`config.mk`:
```
export PLATFORM = sky130hd
export DESIGN_NAME = dmd_decode
export DESIGN_NICKNAME = d
export VERILOG_FILES = /design/src/hdl/dmd_pkg.sv /design/src/hdl/dmd_decode.sv
export SDC_FILE = /design/constraint.sdc
export NUM_CORES = 1
export LEC_CHECK = 0
export ABC_AREA = 1
export BUFFER_PORTS_ARGS = -buffer_cell sky130_fd_sc_hd__buf_2
export CORE_MARGIN = 4
export CORE_UTILIZATION = 40
export DETAILED_ROUTE_END_ITERATION = 6
export PLACE_DENSITY = 0.68
export SLEW_MARGIN = 0
export SYNTH_ARGS = -nofsm -noshare
export SYNTH_HDL_FRONTEND = slang
export SYNTH_SLANG_ARGS = --single-unit
```
`constraint.sdc`:
```
create_clock -name clk -period 1.7 [get_ports clk]
set_clock_uncertainty 0.1 [all_clocks]
set_input_delay 0.51 -clock clk [delete_from_list [all_inputs] [get_ports clk]]
set_output_delay 0.51 -clock clk [all_outputs]
set_load 0.01 [all_outputs]
```
`src/hdl/dmd_pkg.sv`:
```
// constants, field layouts and carrier types of the instruction decoder
package dmd_pkg;
   localparam int WORD_W = 24;
   localparam int OP_W   = 8;

   // opcode values for the forms this decoder recognises
   localparam logic [7:0] OP_NOP       = 8'h00;
   localparam logic [7:0] OP_CALL2     = 8'h02;
   localparam logic [7:0] OP_GOTO2     = 8'h04;
   localparam logic [7:0] OP_MOVD2     = 8'hBE;
   localparam logic [7:0] OP_ADD_WWW   = 8'h40;
   localparam logic [7:0] OP_ADD_LIT5  = 8'h41;
   localparam logic [7:0] OP_ADD_WITH_CARRY_OP_WWW  = 8'h48;
   localparam logic [7:0] OP_ADD_WITH_CARRY_OP_LIT5 = 8'h49;
   localparam logic [7:0] OP_ADD_UNSIGNED_LITERAL_TEN = 8'hB0;
   localparam logic [7:0] OP_ADD_WITH_CARRY_OP_L10  = 8'hB1;
   localparam logic [7:0] OP_ADD_F     = 8'hB4;
   localparam logic [7:0] OP_ADD_WITH_CARRY_OP_F    = 8'hB5;
   localparam logic [7:0] OP_BTSS      = 8'hA6;
   localparam logic [7:0] OP_BTSC      = 8'hA7;
   localparam logic [7:0] OP_MAC       = 8'hC0;
   localparam logic [7:0] OP_MAC_W13   = 8'hC1;
   localparam logic [7:0] OP_MAC_W13I  = 8'hC2;
   localparam logic [7:0] OP_SQR       = 8'hC3;
   localparam logic [7:0] OP_ADD_SACC  = 8'hC9;
   localparam logic [7:0] OP_ADD_ACC   = 8'hCB;

   localparam logic [1:0] SZ_WORD  = 2'h0;
   localparam logic [1:0] SZ_BYTE  = 2'h1;
   localparam logic [1:0] SZ_DWORD = 2'h2;
   localparam logic [1:0] SZ_RSVD  = 2'h3;

   localparam logic [9:0] UNSIGNED_LITERAL_TEN_BYTE_MAX = 10'h0FF;
   localparam logic [1:0] WORDS_ONE      = 2'h1;
   localparam logic [1:0] WORDS_TWO      = 2'h2;

   localparam logic [3:0] REG_FILE_OP_WORKING_REG   = 4'h0;
   localparam logic [3:0] REG_MUL_LO = 4'h4;
   localparam logic [3:0] REG_X_BASE = 4'h8;
   localparam logic [3:0] REG_Y_BASE = 4'hA;
   localparam logic [3:0] REG_INDEX  = 4'hC;
   localparam logic [3:0] REG_AWB    = 4'hD;
   localparam logic [3:0] AWB_STEP   = 4'h2;

   localparam logic [3:0] PF_SECOND  = 4'h7;
   localparam logic [3:0] PF_INDEXED = 4'hE;
   localparam logic [3:0] PF_NONE    = 4'hF;
   localparam logic signed [3:0] PF_STEP [0:7] =
      '{4'sh6, 4'sh4, 4'sh2, 4'sh0, -4'sh6, -4'sh4, -4'sh2, 4'sh0};
   localparam logic [2:0] MUL_PAIRS = 3'h6;
   localparam logic [2:0] SQR_REGS  = 3'h4;
   localparam logic [7:0] MUL_PAIR [0:5] = '{8'h45, 8'h46, 8'h47, 8'h56, 8'h57, 8'h67};

   typedef enum logic [3:0] {CL_NOP, CL_ADD_F, CL_ADD_UNSIGNED_LITERAL_TEN, CL_ADD_WWW, CL_ADD_LIT5,
      CL_ADD_ACC, CL_ADD_SACC, CL_SKIP, CL_MAC, CL_TWO_WORD, CL_OTHER} dmd_class_t;
   typedef enum logic [1:0] {ST_FIRST, ST_SECOND, ST_NOP} dmd_state_t;

   typedef struct packed {
      logic c; logic dc; logic n; logic ov; logic z;
      logic oa; logic ob; logic sa; logic sb;
   } dmd_fl_t;
   localparam dmd_fl_t FL_INT = 9'h1F0;
   localparam dmd_fl_t FL_DSP = 9'h00F;

   typedef struct packed {
      logic              en;
      logic [3:0]        areg;
      logic signed [3:0] step;
      logic              indexed;
   } dmd_pf_t;

   // operand layouts of the 24-bit word, one per form
   typedef struct packed {logic [7:0] op; logic [1:0] size; logic to_file;
      logic [12:0] f;} dmd_ffrm_t;
   typedef struct packed {logic [7:0] op; logic [1:0] size; logic [9:0] unsigned_literal_ten;
      logic [3:0] wn;} dmd_lfrm_t;
   typedef struct packed {logic [7:0] op; logic [3:0] wb; logic [3:0] wd;
      logic [2:0] ws_mode; logic [3:0] ws; logic byte_m;} dmd_wfrm_t;
   typedef struct packed {logic [7:0] op; logic [3:0] wb; logic [3:0] wd;
      logic [4:0] lit5; logic [1:0] size; logic shadow;} dmd_5frm_t;
   typedef struct packed {logic [7:0] op; logic [3:0] wb; logic bit_from_reg;
      logic [2:0] ws_mode; logic [3:0] bit_sel; logic [3:0] ws;} dmd_bfrm_t;
   typedef struct packed {logic [7:0] op; logic acc_b; logic signed [3:0] signed_shift_literal;
      logic [2:0] ws_mode; logic [3:0] ws; logic [3:0] rsvd;} dmd_afrm_t;
   typedef struct packed {logic [7:0] op; logic acc_b; logic [2:0] mul;
      logic [3:0] xpf; logic [1:0] xd; logic [3:0] ypf; logic [1:0] yd;} dmd_mfrm_t;
   typedef struct packed {logic [7:0] op; logic [15:0] lo;} dmd_w1_t;
   typedef struct packed {logic [7:0] zero; logic [8:0] rsvd; logic [6:0] hi;} dmd_w2_t;

   typedef struct packed {
      dmd_class_t        cls;
      logic [7:0]        opcode;
      logic [1:0]        words;
      logic [1:0]        size;
      logic              shadow;
      logic              illegal;
      logic [12:0]       f_addr;
      logic              to_file;
      logic [3:0]        wb;
      logic [3:0]        ws;
      logic [2:0]        ws_mode;
      logic [3:0]        wd;
      logic [22:0]       lit;
      logic signed [15:0] slit;
      logic [3:0]        bit_sel;
      logic              bit_from_reg;
      logic              acc_b;
      logic signed [3:0] shift;
      logic [3:0]        mul_a;
      logic [3:0]        mul_b;
      dmd_pf_t           xpf;
      dmd_pf_t           ypf;
      logic [3:0]        xd;
      logic [3:0]        yd;
      logic              awb_en;
      logic              awb_ind;
      logic [3:0]        awb_step;
      logic              use_carry;
      dmd_fl_t           flags;
   } dmd_dec_t;

   typedef struct packed {
      dmd_state_t  state;
      logic [1:0]  cnt;
      logic        skip_chk;
      logic [23:0] first;
      logic        dec_valid;
      dmd_dec_t    dec;
      dmd_fl_t     mask;
      logic        sticky;
      dmd_fl_t     status;
   } dmd_st_t;
endpackage

```
`src/hdl/dmd_decode.sv`:
```
// fetch-word decoder, two-word assembly, extra-cycle sequencing and status flags
`timescale 1ns/1ps
`default_nettype none
// How it works
// - each single word is 24 bits; the top 8 bits pick the instruction.
// - a few instructions span two words; both are gathered before issue.
// - a second word has a zero top byte and alone executes as no-op.
// - every two-word instruction issues as taking two cycles.
// - single words take one cycle; extra no-ops follow condition, jump or table read.
// - a taken skip costs two cycles over one word, three over two words.
// - file operand addresses 0 to 0x1FFF; result to that register or W0.
// - bit operations pick bit 0..15 by literal or by a working register.
// - ten-bit literal limited to 255 in byte mode, 1023 in word mode.
// - the 23-bit program address literal must have bit zero clear.
// - ten-bit signed literal is two's complement, -512 to 511.
// - word size by default; suffixes pick byte, double word or shadow set.
// - accumulator write-back goes to W13 or to [W13] with W13 plus 2.
// - X prefetch uses W8 or W9, plain, stepped by 2/4/6, W9+W12, or none.
// - Y prefetch uses W10 or W11, plain, stepped by 2/4/6, W11+W12, or none.
// - X and Y prefetch destinations are W4 through W7.
// - multiply pairs are 4*5,4*6,4*7,5*6,5*7,6*7; squares W4..W7 with itself.
// - five integer flags kept; integer add forms update all five.
// - four accumulator flags kept; accumulator adds touch only those, one cycle.
// - signed accumulator add takes a 16-bit source shifted by a signed literal.
// - add-with-carry forms add carry in and update the five integer flags.
module dmd_decode #(
   parameter int NOP_CYCLES = 1
) (
   input  wire logic               clk,
   input  wire logic               rst_n,
   input  wire logic               fetch_valid,
   input  wire logic [23:0]        fetch_word,
   output logic                    fetch_ready,
   input  wire logic               exec_stall,
   input  wire logic               cond_true,
   input  wire logic               pc_changed,
   input  wire logic               psv_table_read,
   input  wire logic               skip_taken,
   input  wire dmd_pkg::dmd_fl_t   alu_flags,
   input  wire logic               alu_flags_valid,
   output logic                    dec_valid,
   output dmd_pkg::dmd_dec_t       dec,
   output dmd_pkg::dmd_fl_t        status,
   output logic                    carry_in
);
   if (NOP_CYCLES < 1 || NOP_CYCLES > 3) begin : g_bad_nops
      $error("NOP_CYCLES must lie in 1..3");
   end

   dmd_pkg::dmd_st_t s_r;
   dmd_pkg::dmd_st_t s_nxt;

   function automatic logic is_two(input logic [7:0] op);
      return op == dmd_pkg::OP_CALL2 || op == dmd_pkg::OP_GOTO2 || op == dmd_pkg::OP_MOVD2;
   endfunction

   function automatic dmd_pkg::dmd_pf_t pf_decode(input logic [3:0] code,
                                                 input logic [3:0] base);
      dmd_pkg::dmd_pf_t p;
      logic [2:0]       k;
      p = '0;
      k = 3'(code - ((code >= dmd_pkg::PF_SECOND) ? 4'h7 : 4'h0));
      p.en = code != dmd_pkg::PF_NONE;
      p.areg = base + ((code >= dmd_pkg::PF_SECOND) ? 4'h1 : 4'h0);
      p.indexed = code == dmd_pkg::PF_INDEXED;
      p.step = p.indexed ? 4'sh0 : dmd_pkg::PF_STEP[k];
      return p;
   endfunction

   function automatic dmd_pkg::dmd_dec_t nop_dec(input logic [7:0] op);
      dmd_pkg::dmd_dec_t d;
      d = '0;
      d.cls = dmd_pkg::CL_NOP;
      d.opcode = op;
      d.words = dmd_pkg::WORDS_ONE;
      return d;
   endfunction

   // opcode table values are stand-ins; replace with the core's real encodings
   function automatic dmd_pkg::dmd_dec_t decode_one(input logic [23:0] w);
      dmd_pkg::dmd_dec_t  d;
      dmd_pkg::dmd_ffrm_t ff;
      dmd_pkg::dmd_lfrm_t lf;
      dmd_pkg::dmd_wfrm_t wf;
      dmd_pkg::dmd_5frm_t f5;
      dmd_pkg::dmd_bfrm_t bf;
      dmd_pkg::dmd_afrm_t af;
      dmd_pkg::dmd_mfrm_t mf;
      logic [7:0]         pr;
      d = nop_dec(w[23:16]);
      ff = w;
      lf = w;
      wf = w;
      f5 = w;
      bf = w;
      af = w;
      mf = w;
      pr = '0;
      d.slit = {{6{lf.unsigned_literal_ten[9]}}, lf.unsigned_literal_ten};
      d.use_carry = w[23:16] == dmd_pkg::OP_ADD_WITH_CARRY_OP_F || w[23:16] == dmd_pkg::OP_ADD_WITH_CARRY_OP_L10
                 || w[23:16] == dmd_pkg::OP_ADD_WITH_CARRY_OP_WWW || w[23:16] == dmd_pkg::OP_ADD_WITH_CARRY_OP_LIT5;
      case (w[23:16])
         dmd_pkg::OP_NOP: begin
            d.cls = dmd_pkg::CL_NOP;
         end
         dmd_pkg::OP_ADD_F, dmd_pkg::OP_ADD_WITH_CARRY_OP_F: begin
            d.cls = dmd_pkg::CL_ADD_F;
            d.f_addr = ff.f;
            d.to_file = ff.to_file;
            d.wd = dmd_pkg::REG_FILE_OP_WORKING_REG;
            d.size = ff.size;
            d.illegal = ff.size == dmd_pkg::SZ_RSVD;
            d.flags = dmd_pkg::FL_INT;
         end
         dmd_pkg::OP_ADD_UNSIGNED_LITERAL_TEN, dmd_pkg::OP_ADD_WITH_CARRY_OP_L10: begin
            d.cls = dmd_pkg::CL_ADD_UNSIGNED_LITERAL_TEN;
            d.lit = 23'(lf.unsigned_literal_ten);
            d.wd = lf.wn;
            d.size = lf.size;
            d.illegal = lf.size == dmd_pkg::SZ_RSVD
                     || (lf.size == dmd_pkg::SZ_BYTE && lf.unsigned_literal_ten > dmd_pkg::UNSIGNED_LITERAL_TEN_BYTE_MAX);
            d.flags = dmd_pkg::FL_INT;
         end
         dmd_pkg::OP_ADD_WWW, dmd_pkg::OP_ADD_WITH_CARRY_OP_WWW: begin
            d.cls = dmd_pkg::CL_ADD_WWW;
            d.wb = wf.wb;
            d.ws = wf.ws;
            d.ws_mode = wf.ws_mode;
            d.wd = wf.wd;
            d.size = wf.byte_m ? dmd_pkg::SZ_BYTE : dmd_pkg::SZ_WORD;
            d.flags = dmd_pkg::FL_INT;
         end
         dmd_pkg::OP_ADD_LIT5, dmd_pkg::OP_ADD_WITH_CARRY_OP_LIT5: begin
            d.cls = dmd_pkg::CL_ADD_LIT5;
            d.wb = f5.wb;
            d.wd = f5.wd;
            d.lit = 23'(f5.lit5);
            d.size = f5.size;
            d.shadow = f5.shadow;
            d.illegal = f5.size == dmd_pkg::SZ_RSVD;
            d.flags = dmd_pkg::FL_INT;
         end
         dmd_pkg::OP_ADD_ACC: begin
            d.cls = dmd_pkg::CL_ADD_ACC;
            d.acc_b = af.acc_b;
            d.flags = dmd_pkg::FL_DSP;
         end
         dmd_pkg::OP_ADD_SACC: begin
            d.cls = dmd_pkg::CL_ADD_SACC;
            d.acc_b = af.acc_b;
            d.shift = af.signed_shift_literal;
            d.ws = af.ws;
            d.ws_mode = af.ws_mode;
            d.flags = dmd_pkg::FL_DSP;
         end
         dmd_pkg::OP_BTSC, dmd_pkg::OP_BTSS: begin
            d.cls = dmd_pkg::CL_SKIP;
            d.bit_sel = bf.bit_sel;
            d.bit_from_reg = bf.bit_from_reg;
            d.wb = bf.wb;
            d.ws = bf.ws;
            d.ws_mode = bf.ws_mode;
         end
         dmd_pkg::OP_MAC, dmd_pkg::OP_MAC_W13, dmd_pkg::OP_MAC_W13I, dmd_pkg::OP_SQR: begin
            d.cls = dmd_pkg::CL_MAC;
            d.acc_b = mf.acc_b;
            if (w[23:16] == dmd_pkg::OP_SQR) begin
               d.illegal = mf.mul >= dmd_pkg::SQR_REGS;
               d.mul_a = dmd_pkg::REG_MUL_LO + 4'(mf.mul[1:0]);
               d.mul_b = d.mul_a;
            end else begin
               d.illegal = mf.mul >= dmd_pkg::MUL_PAIRS;
               pr = d.illegal ? 8'h00 : dmd_pkg::MUL_PAIR[mf.mul];
               d.mul_a = pr[7:4];
               d.mul_b = pr[3:0];
            end
            d.xpf = pf_decode(mf.xpf, dmd_pkg::REG_X_BASE);
            d.ypf = pf_decode(mf.ypf, dmd_pkg::REG_Y_BASE);
            d.xd = dmd_pkg::REG_MUL_LO + 4'(mf.xd);
            d.yd = dmd_pkg::REG_MUL_LO + 4'(mf.yd);
            d.awb_en = w[23:16] == dmd_pkg::OP_MAC_W13 || w[23:16] == dmd_pkg::OP_MAC_W13I;
            d.awb_ind = w[23:16] == dmd_pkg::OP_MAC_W13I;
            d.awb_step = d.awb_ind ? dmd_pkg::AWB_STEP : 4'h0;
            d.wd = d.awb_en ? dmd_pkg::REG_AWB : 4'h0;
         end
         default: begin
            d.cls = dmd_pkg::CL_OTHER;
         end
      endcase
      return d;
   endfunction

   function automatic dmd_pkg::dmd_dec_t decode_two(input logic [23:0] w1,
                                                   input logic [23:0] w2);
      dmd_pkg::dmd_dec_t d;
      dmd_pkg::dmd_w1_t  a;
      dmd_pkg::dmd_w2_t  b;
      a = w1;
      b = w2;
      d = nop_dec(a.op);
      d.cls = dmd_pkg::CL_TWO_WORD;
      d.words = dmd_pkg::WORDS_TWO;
      d.lit = {b.hi, a.lo};
      d.illegal = b.zero != 8'h00 || d.lit[0];
      return d;
   endfunction

   logic take;
   logic redirect;
   logic skip_go;
   logic [1:0] fcnt;
   logic fchk;

   assign fetch_ready = !exec_stall;
   assign take = fetch_valid && fetch_ready;
   assign dec_valid = s_r.dec_valid;
   assign dec = s_r.dec;
   assign status = s_r.status;
   assign carry_in = s_r.status.c;

   always_comb begin
      s_nxt = s_r;
      s_nxt.dec_valid = 1'b0;
      skip_go = s_r.dec_valid && s_r.dec.cls == dmd_pkg::CL_SKIP && skip_taken;
      // datapath reports the reason for extra cycles while the instruction is issued
      redirect = s_r.state == dmd_pkg::ST_FIRST && s_r.dec_valid
              && (skip_go || cond_true || pc_changed || psv_table_read);
      fcnt = redirect ? (skip_go ? 2'h1 : 2'(NOP_CYCLES)) : s_r.cnt;
      fchk = redirect ? skip_go : s_r.skip_chk;
      if (redirect) begin
         s_nxt.state = dmd_pkg::ST_NOP;
         s_nxt.cnt = fcnt;
         s_nxt.skip_chk = fchk;
      end
      if (redirect || s_r.state == dmd_pkg::ST_NOP) begin
         // flushed words go out as no-ops so each extra cycle is visible downstream
         if (take) begin
            s_nxt.dec = nop_dec(dmd_pkg::OP_NOP);
            s_nxt.dec_valid = 1'b1;
            s_nxt.skip_chk = 1'b0;
            if (fchk && is_two(fetch_word[23:16])) begin
               s_nxt.cnt = fcnt;
            end else begin
               s_nxt.cnt = fcnt - 2'h1;
               if (fcnt == 2'h1) begin
                  s_nxt.state = dmd_pkg::ST_FIRST;
               end
            end
         end
      end else begin
         case (s_r.state)
            dmd_pkg::ST_FIRST: begin
               if (take && is_two(fetch_word[23:16])) begin
                  s_nxt.first = fetch_word;
                  s_nxt.state = dmd_pkg::ST_SECOND;
               end else if (take) begin
                  s_nxt.dec = decode_one(fetch_word);
                  s_nxt.dec_valid = 1'b1;
               end
            end
            dmd_pkg::ST_SECOND: begin
               if (take) begin
                  s_nxt.dec = decode_two(s_r.first, fetch_word);
                  s_nxt.dec_valid = 1'b1;
                  s_nxt.state = dmd_pkg::ST_FIRST;
               end
            end
            default: begin
               s_nxt.state = dmd_pkg::ST_FIRST;
            end
         endcase
      end
      if (s_nxt.dec_valid) begin
         s_nxt.mask = s_nxt.dec.flags;
         s_nxt.sticky = s_nxt.dec.use_carry;
      end
      if (alu_flags_valid) begin
         s_nxt.status = (s_r.status & ~s_r.mask) | (alu_flags & s_r.mask);
         // carry-chained adds may only clear zero, so a multiword result tests as a whole
         if (s_r.mask.z && s_r.sticky) begin
            s_nxt.status.z = s_r.status.z && alu_flags.z;
         end
      end
   end

   always_ff @(posedge clk or negedge rst_n) begin
      if (!rst_n) begin
         s_r <= '0;
      end else begin
         s_r <= s_nxt;
      end
   end
endmodule
`default_nettype wire

```
==> metrics.yaml <==
status: "finished with violations"
violations: "setup timing"
cts.path.max_buffers: 2
wl_per_cell_um: 17.2
ys_warn_count: 0
antenna_left: 0
grt_pass1_vias: 7541
viasPerCell: 4.93
fillers: 2067
drt_drc_violations_left: 0
syn_area_um2: 9100
grt_first_pass_wirelength_um: 41700
ys_seq_area_share_pct: 47.5
numCtsBuffers: 17
crit_type: "flop to output pin"
wl_met1_um: 11700
r2r-end: "dec[43]"
max_freq_ghz: 0.554
portBuffers: 189
yosys.area.top_type: "dfrtp_1"
dr_wl_met3_um: 1910
antenna_found_initial: 1
io_pins: 202
cp-start-kind: "flop"
hold-worst-slack_ns: 0.217
path_common_cell: "buf_4"
period_minus_slack_ns: 1.80
hold_viol: 0
insertion_delay_ns: 0.43
reg2reg_depth: 9
setup_slack_ns: -0.104
slowest_delay_ns: 0.39
ys_async_sr_fraction_pct: 100
finalMaxSlewViolations: 0
cts_sinks: 173
synth_seq_cells: 173
fin_crit_sh_pct: 106
slowest_stage: "dfrtp_1"
hold_class: "input pin to flop"
nets: 1345
ys_types: 36
p_per_area_nw_per_um2: 960
syn_inst: 1124
cp.buffers_inverters: 3
cts.clk_slew.worst_paths_ns: 0.07
synth_area_leaders: "dfrtp_1 (48%), nand2_1 (16%), buf_4 (13%), nand3_1 (3.6%), o21ai_0 (3.2%)"
overflow: 0
cp_data_required_time_ns: 1.09
multi_input_area_um2: 3450
yosysTopAreaCellShare_pct: 47.5
gp_congestion: 0.898
seqCellArea_um2: 4330
wl_um: 27300
rsz0062_at_grt: "yes"
mostFrequentLayoutCells: "nand2_1 (364), buf_2 (182), dfrtp_1 (172), buf_4 (123), inv_1 (63)"
rows: 54
cp_data_arrival_time_ns: 1.19
p_total_mw: 11.0
min_path_cells: 3
final_common_cell: "nand2_1"
final_cell_area_um2: 11500
layout-drive-gt1-share_pct: 35.1
grt_max_degree: 49
dpl.hpwl_um: 20000
crit_chain: "buf_4 -> buf_4 -> buf_6"
dieArea_um2: 25200
wl_met2_um: 13100
end_kind: "output pin"
die_h_um: 159
ctsRootBufferMaster: "clkbuf_16"
hold_start: "alu_flags[5]"
place_ws_ns: -0.520
fin_tns_setup_ns: -5.63
critPathTopFamily: "flip-flops"
vias: 7830
coreArea_um2: 22100
synth_ff_type: "dfrtp_1"
ff2ff_setup_slack_ns: -0.10
avgSynthCellArea_um2: 8.10
grt_usage_pct: 20.6
drt_iter0_drc: 626
peakVddDrop_v: 0.000629
synth-edff-count: 0
top_layer: "met5"
r2r_start: "dec[147]"
dr.pass1.iters: 5
cts_tree: "done"
area_growth_pct: 25.8
n_antenna_cell: 0
hold_end: "status[5]"
htree_levels: 4
die_x_um: 159
power_leakage_nw: 6.35
start_util_pct: 41.2
drv_cap: 0
cp_max_fo: 2
place_area_um2: 10300
setup_viol: 127
[final cells by class]
type	instances	share of cell area, %
clock buffers	17	3.72
clock inverters	15	1.46
inverters	82	2.95
multi-input cells	681	30.1
flip-flops and latches	173	37.8
well taps	280	3.06
repair buffers	340	20.8
repair inverters	1	0.0656
[sequential cells by signal, summed over array words and instances (netlist names)]
name       flops
carry_in       1
dec          124
dec_valid      1
s_r           39
status         8
[synthesized netlist by cell type (3+ instances only)]
master    number
a21oi_1       18
a31oi_1        9
buf_2         13
buf_4        160
buf_6         11
clkbuf_1      13
dfrtp_1      173
ha_1           5
inv_1         75
inv_2          5
nand2_1      382
nand2_2        3
nand3_1       66
nand4_1        9
nor2_1        47
nor2_2         3
nor3_1         9
o211ai_1       3
o21ai_0       59
o21ai_1       25
o221ai_1       6
o22ai_1        6
o31ai_1        8
[worst min-delay path: cells and delay by family]
family                 cells  cell delay [ns]
AO/OA/AOI/OAI              1             0.07
buffers and inverters      2             0.14
[metal layers]
metal	GRT usage [%]	vias to the layer above
met5	0	-
met4	5.52	2
met3	4.33	49
met2	34.6	304
met1	27.2	3724
li1	-	3751
[how the worst max path moves through the flow]
stage / start / to / cells after the start
4_1_cts: dec_valid / dec[43] / 10
5_1_grt: dec_valid / dec[98] / 10
6_report: dec[146] / dec[146] / 3
3_3_place_gp: fetch_word[18] / dec[52] / 9
2_1_floorplan: fetch_word[4] / dec[27] / 9
3_5_place_dp: fetch_word[18] / dec[52] / 9
[repair_timing]
item,4_1_cts,5_1_grt
cloned,2,5
pin swaps,10,19
hold endpoints to repair,21,0
hold buffers,1,0
setup endpoints to repair,140,171
resized for setup,35,62
setup buffers,3,7
[kinds of logic (layout without fill, tap and decap cells)]
family | count (synthesis) | count (layout) | synth area share, %
flip-flops | 173 | 173 | 47.5
AND/OR/NAND/NOR | 524 | 524 | 23.4
AO/OA/AOI/OAI | 136 | 136 | 8.40
other | 1 | 12 | 0.0412
buffers and inverters | 281 | 455 | 19.3
adder cells (fa/ha/maj) | 7 | 7 | 1.13
XOR/XNOR | 2 | 2 | 0.192
[per-stage QoR]
stage | utilization, % | instances
after floorplan | - | 1135
after global placement | 46.7 | 1540
after detailed placement | 46.7 | 1540
after CTS | 50.0 | 1577
after global routing | 51.8 | 1589
final | 51.8 | 1589
[power breakdown]
group          switching (mW)  internal (mW)
clock network            1.85           2.09
logic                    1.44           1.06
registers               0.159           4.38
Note: power is estimated with default switching activity, not from simulation.
